### src/verilog/eic_pkg.sv
// Constants and carrier types for the encoder index event configuration block.
// Assumes a single 10 MHz clock and an AXI4-Lite master with 32-bit data.
package eic_pkg;

  // Register byte addresses; printed offsets are indices, four bytes apart.
  localparam logic [7:0] EIC_IDX_CONFIG = 8'h07;
  localparam logic [7:0] EIC_ADDR_CONFIG = 8'h1C;
  localparam logic [7:0] EIC_ADDR_ENC_POS = 8'h80;
  localparam logic [7:0] EIC_ADDR_ENC_RESET = 8'h84;
  localparam logic [7:0] EIC_ADDR_ENC_LATCH = 8'h88;
  localparam logic [7:0] EIC_ADDR_POS_LATCH = 8'h8C;
  localparam logic [7:0] EIC_ADDR_STATUS = 8'h90;

  // Reset values.
  localparam logic [31:0] EIC_CONFIG_RESET = 32'h0000_0400;
  localparam logic [31:0] EIC_ZERO = 32'h0000_0000;

  // Field positions in the configuration register.
  localparam int EIC_BIT_DECIMAL = 0;
  localparam int EIC_BIT_CLEAR = 1;
  localparam int EIC_BIT_CONT = 2;
  localparam int EIC_BIT_ONCE = 3;
  localparam int EIC_BIT_POL = 4;
  localparam int EIC_SENS_LO = 5;
  localparam int EIC_BIT_POL_A = 7;
  localparam int EIC_BIT_POL_B = 8;
  localparam int EIC_BIT_SKIP_AB = 9;
  localparam int EIC_BIT_LATCH_ENC = 10;
  localparam int EIC_BIT_LATCH_X = 11;

  // Index sensitivity codes.
  localparam logic [1:0] EIC_SENS_LEVEL = 2'h0;
  localparam logic [1:0] EIC_SENS_RISE = 2'h1;
  localparam logic [1:0] EIC_SENS_FALL = 2'h2;
  localparam logic [1:0] EIC_SENS_BOTH = 2'h3;

  // AXI4-Lite responses.
  localparam logic [1:0] EIC_RESP_OKAY = 2'h0;
  localparam logic [1:0] EIC_RESP_SLVERR = 2'h2;

  // Synchronised encoder lines.
  typedef struct packed {
    logic a;
    logic b;
    logic n;
  } eic_lines_s;

endpackage
### src/verilog/eic_index_event.sv
// Index event qualification, encoder position clear and latching, with an AXI4-Lite slave.
// Assumes A, B and N arrive synchronous to aclk; a quadrature counter outside supplies steps.
//
// Chosen here: the AXI4-Lite register port.
`timescale 1ns/10ps
module eic_index_event
  import eic_pkg::*;
(
  // Clock and reset.
  input wire logic aclk,
  input wire logic aresetn,
  // Encoder lines.
  input wire logic enc_a,
  input wire logic enc_b,
  input wire logic enc_n,
  // Position inputs.
  input wire logic enc_step_valid,
  input wire logic enc_step_up,
  input wire logic [31:0] actual_step_position,
  // Status outputs.
  output logic index_event,
  output logic decimal_constant,
  // AXI4-Lite write address.
  input wire logic [7:0] s_axi_awaddr,
  input wire logic s_axi_awvalid,
  output logic s_axi_awready,
  // AXI4-Lite write data.
  input wire logic [31:0] s_axi_wdata,
  input wire logic [3:0] s_axi_wstrb,
  input wire logic s_axi_wvalid,
  output logic s_axi_wready,
  // AXI4-Lite write response.
  output logic [1:0] s_axi_bresp,
  output logic s_axi_bvalid,
  input wire logic s_axi_bready,
  // AXI4-Lite read address.
  input wire logic [7:0] s_axi_araddr,
  input wire logic s_axi_arvalid,
  output logic s_axi_arready,
  // AXI4-Lite read data.
  output logic [31:0] s_axi_rdata,
  output logic [1:0] s_axi_rresp,
  output logic s_axi_rvalid,
  input wire logic s_axi_rready
);

  logic [31:0] config_ff;
  logic [31:0] enc_pos_ff;
  logic [31:0] enc_reset_ff;
  logic [31:0] enc_latch_ff;
  logic [31:0] pos_latch_ff;
  eic_lines_s sync1_ff;
  eic_lines_s sync2_ff;
  logic n_prev_ff;
  logic index_event_ff;
  logic n_active;
  logic n_prev_active;
  logic edge_hit;
  logic ab_ok;
  logic qualified;
  logic fire;
  logic fire_once;
  logic [7:0] awaddr_ff;
  logic aw_held_ff;
  logic [31:0] wdata_ff;
  logic [3:0] wstrb_ff;
  logic w_held_ff;
  logic wr_go;
  logic cfg_wr;
  logic reset_wr;
  logic [31:0] cfg_merged;
  logic [31:0] reset_merged;
  logic [31:0] strb_mask;

  // Two-stage synchroniser for the encoder lines.
  always_ff @(posedge aclk) begin
    if (!aresetn) begin
      sync1_ff <= '0;
      sync2_ff <= '0;
      n_prev_ff <= 1'b0;
    end else begin
      sync1_ff <= '{a: enc_a, b: enc_b, n: enc_n};
      sync2_ff <= sync1_ff;
      n_prev_ff <= sync2_ff.n;
    end
  end

  // Polarity maps the raw index into its active sense.
  assign n_active = sync2_ff.n ~^ config_ff[EIC_BIT_POL];
  assign n_prev_active = n_prev_ff ~^ config_ff[EIC_BIT_POL];

  // Detection mode chosen by the sensitivity field.
  always_comb begin
    unique case (config_ff[EIC_SENS_LO +: 2])
      EIC_SENS_LEVEL: edge_hit = n_active;
      EIC_SENS_RISE: edge_hit = n_active & ~n_prev_active;
      EIC_SENS_FALL: edge_hit = ~n_active & n_prev_active;
      EIC_SENS_BOTH: edge_hit = n_active ^ n_prev_active;
    endcase
  end

  // A and B must sit at their qualifier levels unless the check is skipped.
  assign ab_ok = config_ff[EIC_BIT_SKIP_AB] |
                 ((sync2_ff.a == config_ff[EIC_BIT_POL_A]) &&
                  (sync2_ff.b == config_ff[EIC_BIT_POL_B]));
  assign qualified = edge_hit & ab_ok;
  assign fire_once = qualified & config_ff[EIC_BIT_ONCE];
  assign fire = qualified & (config_ff[EIC_BIT_CONT] | config_ff[EIC_BIT_ONCE]);

  // Byte-lane merge for register writes.
  always_comb begin
    for (int i = 0; i < 4; i++) begin
      strb_mask[i*8 +: 8] = {8{wstrb_ff[i]}};
    end
  end
  assign wr_go = aw_held_ff & w_held_ff & ~s_axi_bvalid;
  assign cfg_wr = wr_go && (awaddr_ff == EIC_ADDR_CONFIG);
  assign reset_wr = wr_go && (awaddr_ff == EIC_ADDR_ENC_RESET);
  assign cfg_merged = (config_ff & ~strb_mask) | (wdata_ff & strb_mask);
  assign reset_merged = (enc_reset_ff & ~strb_mask) | (wdata_ff & strb_mask);

  // Configuration register; the single-shot bit self-clears after its event.
  always_ff @(posedge aclk) begin
    if (!aresetn) begin
      config_ff <= EIC_CONFIG_RESET;
    end else if (cfg_wr) begin
      config_ff <= cfg_merged;
      if (fire_once) begin
        config_ff[EIC_BIT_ONCE] <= 1'b0;
      end
    end else if (fire_once) begin
      config_ff[EIC_BIT_ONCE] <= 1'b0;
    end
  end

  // Encoder reset value register.
  always_ff @(posedge aclk) begin
    if (!aresetn) begin
      enc_reset_ff <= EIC_ZERO;
    end else if (reset_wr) begin
      enc_reset_ff <= reset_merged;
    end
  end

  // Encoder position counter; an index clear overrides counting.
  always_ff @(posedge aclk) begin
    if (!aresetn) begin
      enc_pos_ff <= EIC_ZERO;
    end else if (fire && config_ff[EIC_BIT_CLEAR]) begin
      enc_pos_ff <= enc_reset_ff;
    end else if (enc_step_valid) begin
      enc_pos_ff <= enc_step_up ? enc_pos_ff + 32'h0000_0001 : enc_pos_ff - 32'h0000_0001;
    end
  end

  // Latches capture the values present in the event cycle.
  always_ff @(posedge aclk) begin
    if (!aresetn) begin
      enc_latch_ff <= EIC_ZERO;
      pos_latch_ff <= EIC_ZERO;
    end else begin
      if (fire && config_ff[EIC_BIT_LATCH_ENC]) begin
        enc_latch_ff <= enc_pos_ff;
      end
      if (fire && config_ff[EIC_BIT_LATCH_X]) begin
        pos_latch_ff <= actual_step_position;
      end
    end
  end

  // Registered event pulse, one cycle per acted event.
  always_ff @(posedge aclk) begin
    if (!aresetn) begin
      index_event_ff <= 1'b0;
    end else begin
      index_event_ff <= fire;
    end
  end
  assign index_event = index_event_ff;
  assign decimal_constant = config_ff[EIC_BIT_DECIMAL];

  // Write address and data are held independently until both are present.
  always_ff @(posedge aclk) begin
    if (!aresetn) begin
      aw_held_ff <= 1'b0;
      w_held_ff <= 1'b0;
      awaddr_ff <= 8'h00;
      wdata_ff <= EIC_ZERO;
      wstrb_ff <= 4'h0;
    end else begin
      if (s_axi_awvalid && s_axi_awready) begin
        aw_held_ff <= 1'b1;
        awaddr_ff <= s_axi_awaddr;
      end else if (wr_go) begin
        aw_held_ff <= 1'b0;
      end
      if (s_axi_wvalid && s_axi_wready) begin
        w_held_ff <= 1'b1;
        wdata_ff <= s_axi_wdata;
        wstrb_ff <= s_axi_wstrb;
      end else if (wr_go) begin
        w_held_ff <= 1'b0;
      end
    end
  end
  assign s_axi_awready = ~aw_held_ff & ~s_axi_bvalid;
  assign s_axi_wready = ~w_held_ff & ~s_axi_bvalid;

  // Write response; unmapped or read-only addresses answer SLVERR.
  always_ff @(posedge aclk) begin
    if (!aresetn) begin
      s_axi_bvalid <= 1'b0;
      s_axi_bresp <= EIC_RESP_OKAY;
    end else if (wr_go) begin
      s_axi_bvalid <= 1'b1;
      s_axi_bresp <= (cfg_wr || reset_wr) ? EIC_RESP_OKAY : EIC_RESP_SLVERR;
    end else if (s_axi_bready) begin
      s_axi_bvalid <= 1'b0;
    end
  end

  // Read channel: one read at a time, answered the cycle after acceptance.
  assign s_axi_arready = ~s_axi_rvalid;
  always_ff @(posedge aclk) begin
    if (!aresetn) begin
      s_axi_rvalid <= 1'b0;
      s_axi_rdata <= EIC_ZERO;
      s_axi_rresp <= EIC_RESP_OKAY;
    end else if (s_axi_arvalid && s_axi_arready) begin
      s_axi_rvalid <= 1'b1;
      s_axi_rresp <= EIC_RESP_OKAY;
      unique case (s_axi_araddr)
        EIC_ADDR_CONFIG: s_axi_rdata <= config_ff;
        EIC_ADDR_ENC_POS: s_axi_rdata <= enc_pos_ff;
        EIC_ADDR_ENC_RESET: s_axi_rdata <= enc_reset_ff;
        EIC_ADDR_ENC_LATCH: s_axi_rdata <= enc_latch_ff;
        EIC_ADDR_POS_LATCH: s_axi_rdata <= pos_latch_ff;
        EIC_ADDR_STATUS: s_axi_rdata <= {29'h0000_0000, sync2_ff.a, sync2_ff.b, sync2_ff.n};
        default: begin
          s_axi_rdata <= EIC_ZERO;
          s_axi_rresp <= EIC_RESP_SLVERR;
        end
      endcase
    end else if (s_axi_rready) begin
      s_axi_rvalid <= 1'b0;
    end
  end

endmodule

### config.mk
export PLATFORM = sky130hd
export DESIGN_NAME = eic_index_event
export DESIGN_NICKNAME = d
export VERILOG_FILES = /design/src/verilog/eic_pkg.sv /design/src/verilog/eic_index_event.sv
export SDC_FILE = /design/constraint.sdc
export NUM_CORES = 1
export LEC_CHECK = 0
export ABC_AREA = 1
export BUFFER_PORTS_ARGS = -buffer_cell sky130_fd_sc_hd__buf_4
export CORE_UTILIZATION = 40
export CTS_CLUSTER_DIAMETER = 120
export CTS_CLUSTER_SIZE = 24
export DETAILED_ROUTE_END_ITERATION = 6
export GPL_TIMING_DRIVEN = 0
export PLACE_DENSITY = 0.57
export SYNTH_ARGS = -nofsm -noshare
export SYNTH_HDL_FRONTEND = slang
export SYNTH_SLANG_ARGS = --single-unit
### constraint.sdc
create_clock -name aclk -period 2.2 [get_ports aclk]
set_input_delay 0.33 -clock aclk [delete_from_list [all_inputs] [get_ports aclk]]
set_output_delay 0.33 -clock aclk [all_outputs]
set_load 0.03 [all_outputs]
=== Word level (Yosys, flattened, before mapping) ===
Index checks and enable logic that the tools add are counted.

* Mux-type cells: 17
* Equal/unequal tests: 13
* Bitwise operators: 26
* Reductions and logical operators: 18
* Add/subtract/negate cells: 2

{| class="wikitable"
|+ Operators with widths
! cell !! count
|-
| one-hot mux 32 bit (6 select lines) || 1
|-
| bitwise AND 32 bit || 3
|-
| 2-to-1 mux 32 bit || 3
|-
| bitwise OR 32 bit || 2
|-
| == test 8 bit, second input constant || 6
|-
| adder 32 x 1 -> 32 bit, second input constant || 1
|-
| NOT 32 bit || 1
|-
| subtractor 32 x 1 -> 32 bit, second input constant || 1
|-
| == test 8 x 5 -> 1 bit, second input constant || 2
|-
| nonzero test 2 bit || 6
|-
| 2-to-1 mux 1 bit || 10
|-
| bitwise AND 1 bit || 9
|-
| logical AND 1 bit || 9
|-
| NOT 1 bit || 6
|-
| OR reduction 6 bit || 1
|-
| == test 2 bit, second input constant || 2
|-
| 2-to-1 mux 2 bit || 2
|-
| one-hot mux 1 bit (4 select lines) || 1
|-
| == test 1 bit || 2
|-
| == test 2 x 1 -> 1 bit, second input constant || 1
|-
| zero test 2 bit || 1
|-
| bitwise OR 1 bit || 2
|-
| bitwise XNOR 1 bit || 2
|-
| logical OR 1 bit || 1
|-
| XOR 1 bit || 1
|}

* Output and inout port bits: 43
* Word-level logic and storage cells: 100
* Flip-flop bits (word level): 252
* Input port bits: 96

=== Depth between registers and ports, before layout ===
Gate-level depths: netlist of run 1.

* Depth after elaboration: 8
* Mapped depth: 15

=== Worst setup path after synthesis of run 1 ===
OpenSTA, ideal clock, no wires.

* Path type: input port to flip-flop
* Start: in enc_step_up
* End: reg enc_pos_ff[12]
* Path buffers: 0
* Cell stages on the path: 10
* Required time: 2072 ps
* Path slack: -1 ps
* Arrival: 2073 ps
* Library setup time: 128 ps
* Cells stage by stage: inv_1 ha_1 nand2_1 inv_1 a21oi_1 nand3_1 xnor2_1 nor2_1 nor2_1 nor2_1

* Longest elaborated chain between the ends: 3

{| class="wikitable"
|+ Ends and longest elaborated chain
! item !! line !! text
|-
| start, declared || eic_index_event.sv:18 || <nowiki>input wire logic enc_step_up,</nowiki>
|-
| 2-to-1 mux 32 bit || eic_index_event.sv:152 || <nowiki>enc_pos_ff <= enc_step_up ? enc_pos_ff + 32'h0000_0001 : enc_pos_ff - 32'h0000_0001;</nowiki>
|-
| 2-to-1 mux 32 bit || eic_index_event.sv:151 || <nowiki>end else if (enc_step_valid) begin</nowiki>
|-
| 2-to-1 mux 32 bit || eic_index_event.sv:149 || <nowiki>end else if (fire && config_ff[EIC_BIT_CLEAR]) begin</nowiki>
|-
| end signal, assigned || eic_index_event.sv:150 || <nowiki>enc_pos_ff <= enc_reset_ff;</nowiki>
|-
| end signal, assigned || eic_index_event.sv:152 ||
|-
| end, declared || eic_index_event.sv:48 || <nowiki>logic [31:0] enc_pos_ff;</nowiki>
|}

No other way between the ends. The select of a mux whose other input is x is not followed.
A chain may end at the register's enable or synchronous reset.

==> results of run 1 <==
per-stage QoR:
| step | power (uW) | cells |
|---|---|---|
| final | 9450 | 2484 |
| after global routing | 9920 | 2484 |
| after CTS | 9440 | 2473 |
| after detailed placement | 6700 | 2455 |
| after global placement | 6700 | 2455 |
| after floorplan | 6090 | 1919 |
cells by family after synthesis:
logic type | count (synthesis) | share of synthesized area
simple gates | 883 | 0.281
compound gates | 378 | 0.168
buf+inv | 353 | 0.112
flops | 250 | 0.392
fa+ha+maj | 33 | 0.0329
xor+xnor | 20 | 0.0143
other cells | 1 | 0.000293
final cells by class:
type / count / share of cell area
Inverter: 257 / 0.0648
Timing Repair inverter: 2 / 0.000992
Clock inverter: 1 / 0.00107
Clock buffer: 15 / 0.0248
Tap cell: 402 / 0.0332
Multi-Input combinational cell: 1316 / 0.432
Timing Repair Buffer: 145 / 0.0747
Sequential cell: 250 / 0.332
Buffer: 96 / 0.0372
repair_timing:
item	4_1_cts	5_1_grt
setup buffers	0	10
cloned	2	1
pin swaps	2	20
endpoints found under the setup margin	95	95
hold buffers	0	0
resized for setup	20	73
worst max path at each step:
| stage | endpoint | slack (ns) | start |
|---|---|---|---|
| after CTS | enc_pos_ff[2] | -0.01 | flop |
| after floorplan | enc_pos_ff[21] | 0.10 | enc_step_up |
| after global routing | enc_pos_ff[3] | -0.07 | flop |
| after global placement | enc_pos_ff[29] | -0.76 | enc_step_up |
| after detailed placement | enc_pos_ff[28] | -0.75 | enc_step_up |
| final | enc_pos_ff[15] | 0.04 | flop |
Yosys cell counts, drive strengths merged:
library cell,count
nand2,506
inv,257
dfxtp,250
nor2,215
a21oi,156
nand3,144
o21ai,116
a211oi,61
clkbuf,55
buf,41
ha,32
o211ai,31
xor2,12
xnor2,8
nand3b,6
o22ai,6
nand4,5
nor3,5
a31oi,3
o21bai,2
a2111oi,1
a21o,1
and2,1
conb,1
fa,1
nor4,1
o21a,1
power by group through the flow:
stage               clock [uW]  sequential [uW]  combinational [uW]
global route              2980             4920                2030
finish                    2770             4890                1790
CTS                       2820             4880                1740
detailed placement           0             4990                1720
floorplan                    0             4920                1170
global placement             0             4990                1710
placed cells by master, fill, tap and decap left out, drive strengths merged, types with 5 or more instances in the layout:
cell type  count
a211oi        61
a21oi        156
buf          181
clkbuf        75
dfxtp        250
ha            32
inv          257
nand2        506
nand3        144
nand3b         6
nand4          5
nor2         215
nor3           5
o211ai        31
o21ai        116
o22ai          6
xnor2          8
xor2          12
layer usage:
metal / track usage / part of all wire / wire length [um]
met1: 0.374 / 0.48 / 20900
met2: 0.421 / 0.44 / 19000
met3: 0.0335 / 0.056 / 2400
met4: 0.0585 / 0.020 / 854
met5: 0 / 0 / 0
critical path: cells and delay by family, from the launching register on:
family                     cells  cell delay (ns)
AOI/OAI and AO/OA              2             0.20
buffers and inverters          3             0.41
DFF                            1             0.39
xor gates and xnor gates       1             0.17
and+or+nand+nor                6             0.60
adders and majority gates      1             0.28
==> results.toml, run 1 <==
[logic_synthesis]
yosysSeqAreaShare = 0.392
syn_inst = 1918
ys_ff_latch = 250
yosys.area.top_type_share = 0.392
avgSynthCellArea_um2 = 6.67
synth_area_mm2 = 0.0128
synth_cell_types = 38
synthTopCellsByArea = "dfxtp_1 (39%), nand2_1 (15%), inv_1 (7.4%)"
ys_warn_count = 0
yosys.area.top_type = "dfxtp_1"

[timing]
finClkSkew_ns = 0.0214
rsz0062_at_grt = "true"
layout_min_cycle_time_ns = 2.16
hold_ws_ns = 0.0124
fin_crit_sh = 0.982
setup_tns_ns = 0
setup_viol = 0
worst_slack_ns = 0.0399
worst_slew_pin_slew_ns = 0.905
clock.fmax_mhz = 463
max_slew_margin = 0.397
hold_viol_final = 0
drv_slew = 0

[die]
die_h_um = 181
start_util = 0.406
design.die.area_mm2 = 0.0327
row_count = 65
io_pins = 139
die_w_um = 181
coreArea_mm2 = 0.0315

[placed_design]
portBuffers = 134
dpl_worst_slack_ns = -0.746
placed_cell_area_mm2 = 0.0143
routabilityCongestion = 0.945
hpwl_um = 34900

[finish]
fin_util = 0.481
diodes = 0
layout.nets = 2211
fin_area_mm2 = 0.0151
drive_gt1_frac = 0.125
multi_input_area_mm2 = 0.00653
fillCellCount = 3316
seq_area_mm2 = 0.00502
area_growth_pct = 18.4

[detailed_routing]
routed_wl_um = 43200
dr_total_vias = 12500
ant_nets = 0
wl_per_cell_um = 17.4
drtPass1Iterations = 5
drcViolationCount = 0
vias_per_cell = 5.05
drtIter0Drc = 1078

[worst_setup_path]
rr_worst_depth = 13
cp_cell_sequence = "xor2_2, inv_1, ha_1, nand2_1, o211ai_1, nand3_2, nand4_4, buf_8, buf_8, nand3_1, nand2_1, a21oi_1, nor2_1"
worst_path_max_delay_cell = "dfxtp_4"
crit_arrival_ns = 2.54
r2r_slack_ns = 0.04
crit_fanout = 5
max_stage_delay_ns = 0.39
timing.rr.end = "enc_pos_ff[15]"
required_ns = 2.58
critPathCaptureType = "flop"
crit_type = "flop to flop"
start_kind = "flop"

[global_routing]
grt_pass1_vias = 11800
grt_pass1_wl_um = 66900
antenna_found_initial = 0
track_usage = 0.263
grt_max_degree = 25
grt_remaining_overflow = 0

[clock_network]
htree_levels = 1
cts_tree = "done"
cts_root_buf = "clkbuf_16"
max-clock-path-buffers = 3
clk_latency_ns = 0.49
cts_buffers = 14
cts.clk_slew.worst_paths_ns = 0.10
cts_sinks = 250

[power_and_ir_drop]
p_comb_frac = 0.189
p_per_area_mw_per_mm2 = 625
switching_power_uw = 2860
peakVddDrop_mv = 0.442
p_seq_frac = 0.518
internal_power_uw = 6590
p_clk_frac = 0.293
leakagePower_uw = 0.00661
switching_share = 0.303

[job]
maxCapViolCount = 0

[min_path]
hp-class = "input pin to flop"
holdPathEnd = "sync1_ff[2]"
hold_depth = 3
min_from = "enc_a"

[run_status]
status = "complete, no violations"
Note: power is estimated with default switching activity, not from simulation.
==> run 2, diff against run 1 <==
--- a/config.mk
+++ b/config.mk
@@ -7,12 +7,14 @@
 export LEC_CHECK = 0
 export ABC_AREA = 1
 export BUFFER_PORTS_ARGS = -buffer_cell sky130_fd_sc_hd__buf_4
-export CORE_UTILIZATION = 40
+export CELL_PAD_IN_SITES_DETAIL_PLACEMENT = 1
+export CELL_PAD_IN_SITES_GLOBAL_PLACEMENT = 1
+export CORE_UTILIZATION = 38
 export CTS_CLUSTER_DIAMETER = 120
 export CTS_CLUSTER_SIZE = 24
 export DETAILED_ROUTE_END_ITERATION = 6
 export GPL_TIMING_DRIVEN = 0
-export PLACE_DENSITY = 0.57
+export PLACE_DENSITY = 0.73
 export SYNTH_ARGS = -nofsm -noshare
 export SYNTH_HDL_FRONTEND = slang
 export SYNTH_SLANG_ARGS = --single-unit
==> results.toml, run 2 (synthesis gave the netlist of run 1 again) <==
[finish]
drive_gt1_frac = 0.140
final_common_cell = "nand2_1"
most-common-layout-cells = "nand2_1 (489), inv_1 (248), dfxtp_1 (246)"
fin_util = 0.472
fin_cells = 2527
seq_area_mm2 = 0.00501
diodes = 0
area_growth_pct = 20.9
multi_input_area_mm2 = 0.00670
layout.nets = 2214
fillCellCount = 4326

[detailed_routing]
routed_wl_um = 48800
vias_per_cell = 5.14
drtPass1Iterations = 5
dr_total_vias = 13000
ant_nets = 0
wl_per_cell_um = 19.3
drcViolationCount = 0
drtIter0Drc = 732

[worst_setup_path]
required_ns = 2.57
crit_fanout = 5
critPathCaptureType = "flop"
r2r_slack_ns = -0.01
start_kind = "flop"
max_stage_delay_ns = 0.38
path_buf_inv = 3
cp_cell_sequence = "xor2_2, inv_1, ha_1, nand2_1, o211ai_1, nand3_2, nand4_4, buf_8, buf_8, nand3_2, nand2_2, a21oi_2, nor2_1"
timing.rr.end = "enc_pos_ff[15]"
crit_type = "flop to flop"
worst_path_max_delay_cell = "dfxtp_4"
crit_arrival_ns = 2.59
path_delay_family = "simple AND/OR/NAND/NOR gates"
rr_worst_depth = 13

[die]
design.die.area_mm2 = 0.0344
die_w_um = 185
die_h_um = 185
coreArea_mm2 = 0.0328
row_count = 66
io_pins = 139
start_util = 0.390

[timing]
finClkSkew_ns = 0.0373
rsz0062_at_grt = "true"
drv_slew = 0
layout_min_cycle_time_ns = 2.21
fin_crit_sh = 1.01
max_slew_margin = 0.304
setup_viol = 9
hold_viol_final = 0
worst_slew_pin_slew_ns = 1.04
clock.fmax_mhz = 452
worst_slack_ns = -0.0134
setup_tns_ns = -0.0535

[clock_network]
htree_levels = 1
cts_root_buf = "clkbuf_16"
cts_buffers = 14
holdBufCountCts = 0
cts.clk_slew.worst_paths_ns = 0.10
max-clock-path-buffers = 3
clk_latency_ns = 0.51
cts_tree = "done"
cts_sinks = 250

[global_routing]
grt_max_degree = 25
grt_pass1_wl_um = 73500
grt_pass1_vias = 13100
antenna_found_initial = 0
grt_remaining_overflow = 0
track_usage = 0.281

[power_and_ir_drop]
p_per_area_mw_per_mm2 = 619
peakVddDrop_mv = 0.518
leakagePower_uw = 0.00668

[run_status]
status = "finished with violations"
violations = "setup timing"

[min_path]
min_from = "enc_a"
hold_depth = 3
holdPathEnd = "sync1_ff[2]"
hp-class = "input pin to flop"

[placed_design]
routabilityCongestion = 0.883
dpl_worst_slack_ns = -0.852
dp.cells = 2495
portBuffers = 134
hpwl_um = 38700

[job]
maxCapViolCount = 0
==> run 2: changes by cell type in the layout (fill, tap and decap cells not counted), sizes merged <==
| cell | change |
|---|---|
| buf | +5 |
| clkbuf | -2 |
| clkinv | +1 |
| inv | -1 |
==> run 2: worst max path at each step <==
stage	startpoint	end	slack [ns]	depth (start not counted)
after detailed placement	enc_step_up	enc_pos_ff[22]	-0.85	14
final	flop	enc_pos_ff[15]	-0.01	13
after floorplan	enc_step_up	enc_pos_ff[21]	0.10	12
after global placement	enc_step_up	enc_pos_ff[29]	-0.80	13
after CTS	flop	enc_pos_ff[24]	0.01	12
after global routing	flop	pos_latch_ff[17]	-0.17	11
==> run 2: worst reg2reg max path, cell delays in order, from the launching register on <==
cell	delay [ns]
dfxtp_4	0.38
xor2_2	0.18
inv_1	0.06
ha_1	0.29
nand2_1	0.07
o211ai_1	0.09
nand3_2	0.16
nand4_4	0.22
buf_8	0.23
buf_8	0.13
nand3_2	0.05
nand2_2	0.06
a21oi_2	0.11
nor2_1	0.05
==> run 2: power breakdown <==
| part | total, uW | internal (uW) | switching (uW) |
|---|---|---|---|
| clock | 2830 | 1250 | 1590 |
| sequential | 4910 | 4690 | 214 |
| combinational | 1830 | 652 | 1180 |
| total | 9570 | 6590 | 2980 |
==> run 2: routing by layer <==
| metal | wire length [um] | up-vias | global-route usage |
|---|---|---|---|
| met3 | 2400 | 54 | 0.0299 |
| met1 | 22900 | 6172 | 0.385 |
| met2 | 22500 | 300 | 0.469 |
| met4 | 1060 | 0 | 0.0681 |
| li1 | - | 6473 | - |
| met5 | 0 | - | 0 |
==> run 2: what timing repair did <==
item / 4_1_cts / 5_1_grt
endpoints found under the setup margin: 95 / 96
setup buffers: 3 / 6
cloned: 2 / 5
gates resized for setup: 24 / 125
pin swaps: 2 / 35
==> run 2: layout make-up <==
class,count,area share
Timing Repair inverter,2,0.000971
Clock buffer,15,0.0243
Clock inverter,1,0.00105
Multi-Input combinational cell,1316,0.433
Inverter,257,0.0638
Buffer,96,0.0397
Sequential cell,250,0.324
Tap cell,442,0.0358
Timing Repair Buffer,148,0.0769
==> run 2: per-stage QoR <==
step                cell area (um2)  power (uW)  hold slack [ns]
floorplan                     12800        6090            0.390
global placement              14400        6710            0.394
detailed placement            14400        6760            0.405
CTS                           14900        9580           0.0112
global route                  15500       10000           0.0100
finish                        15500        9570           0.0155
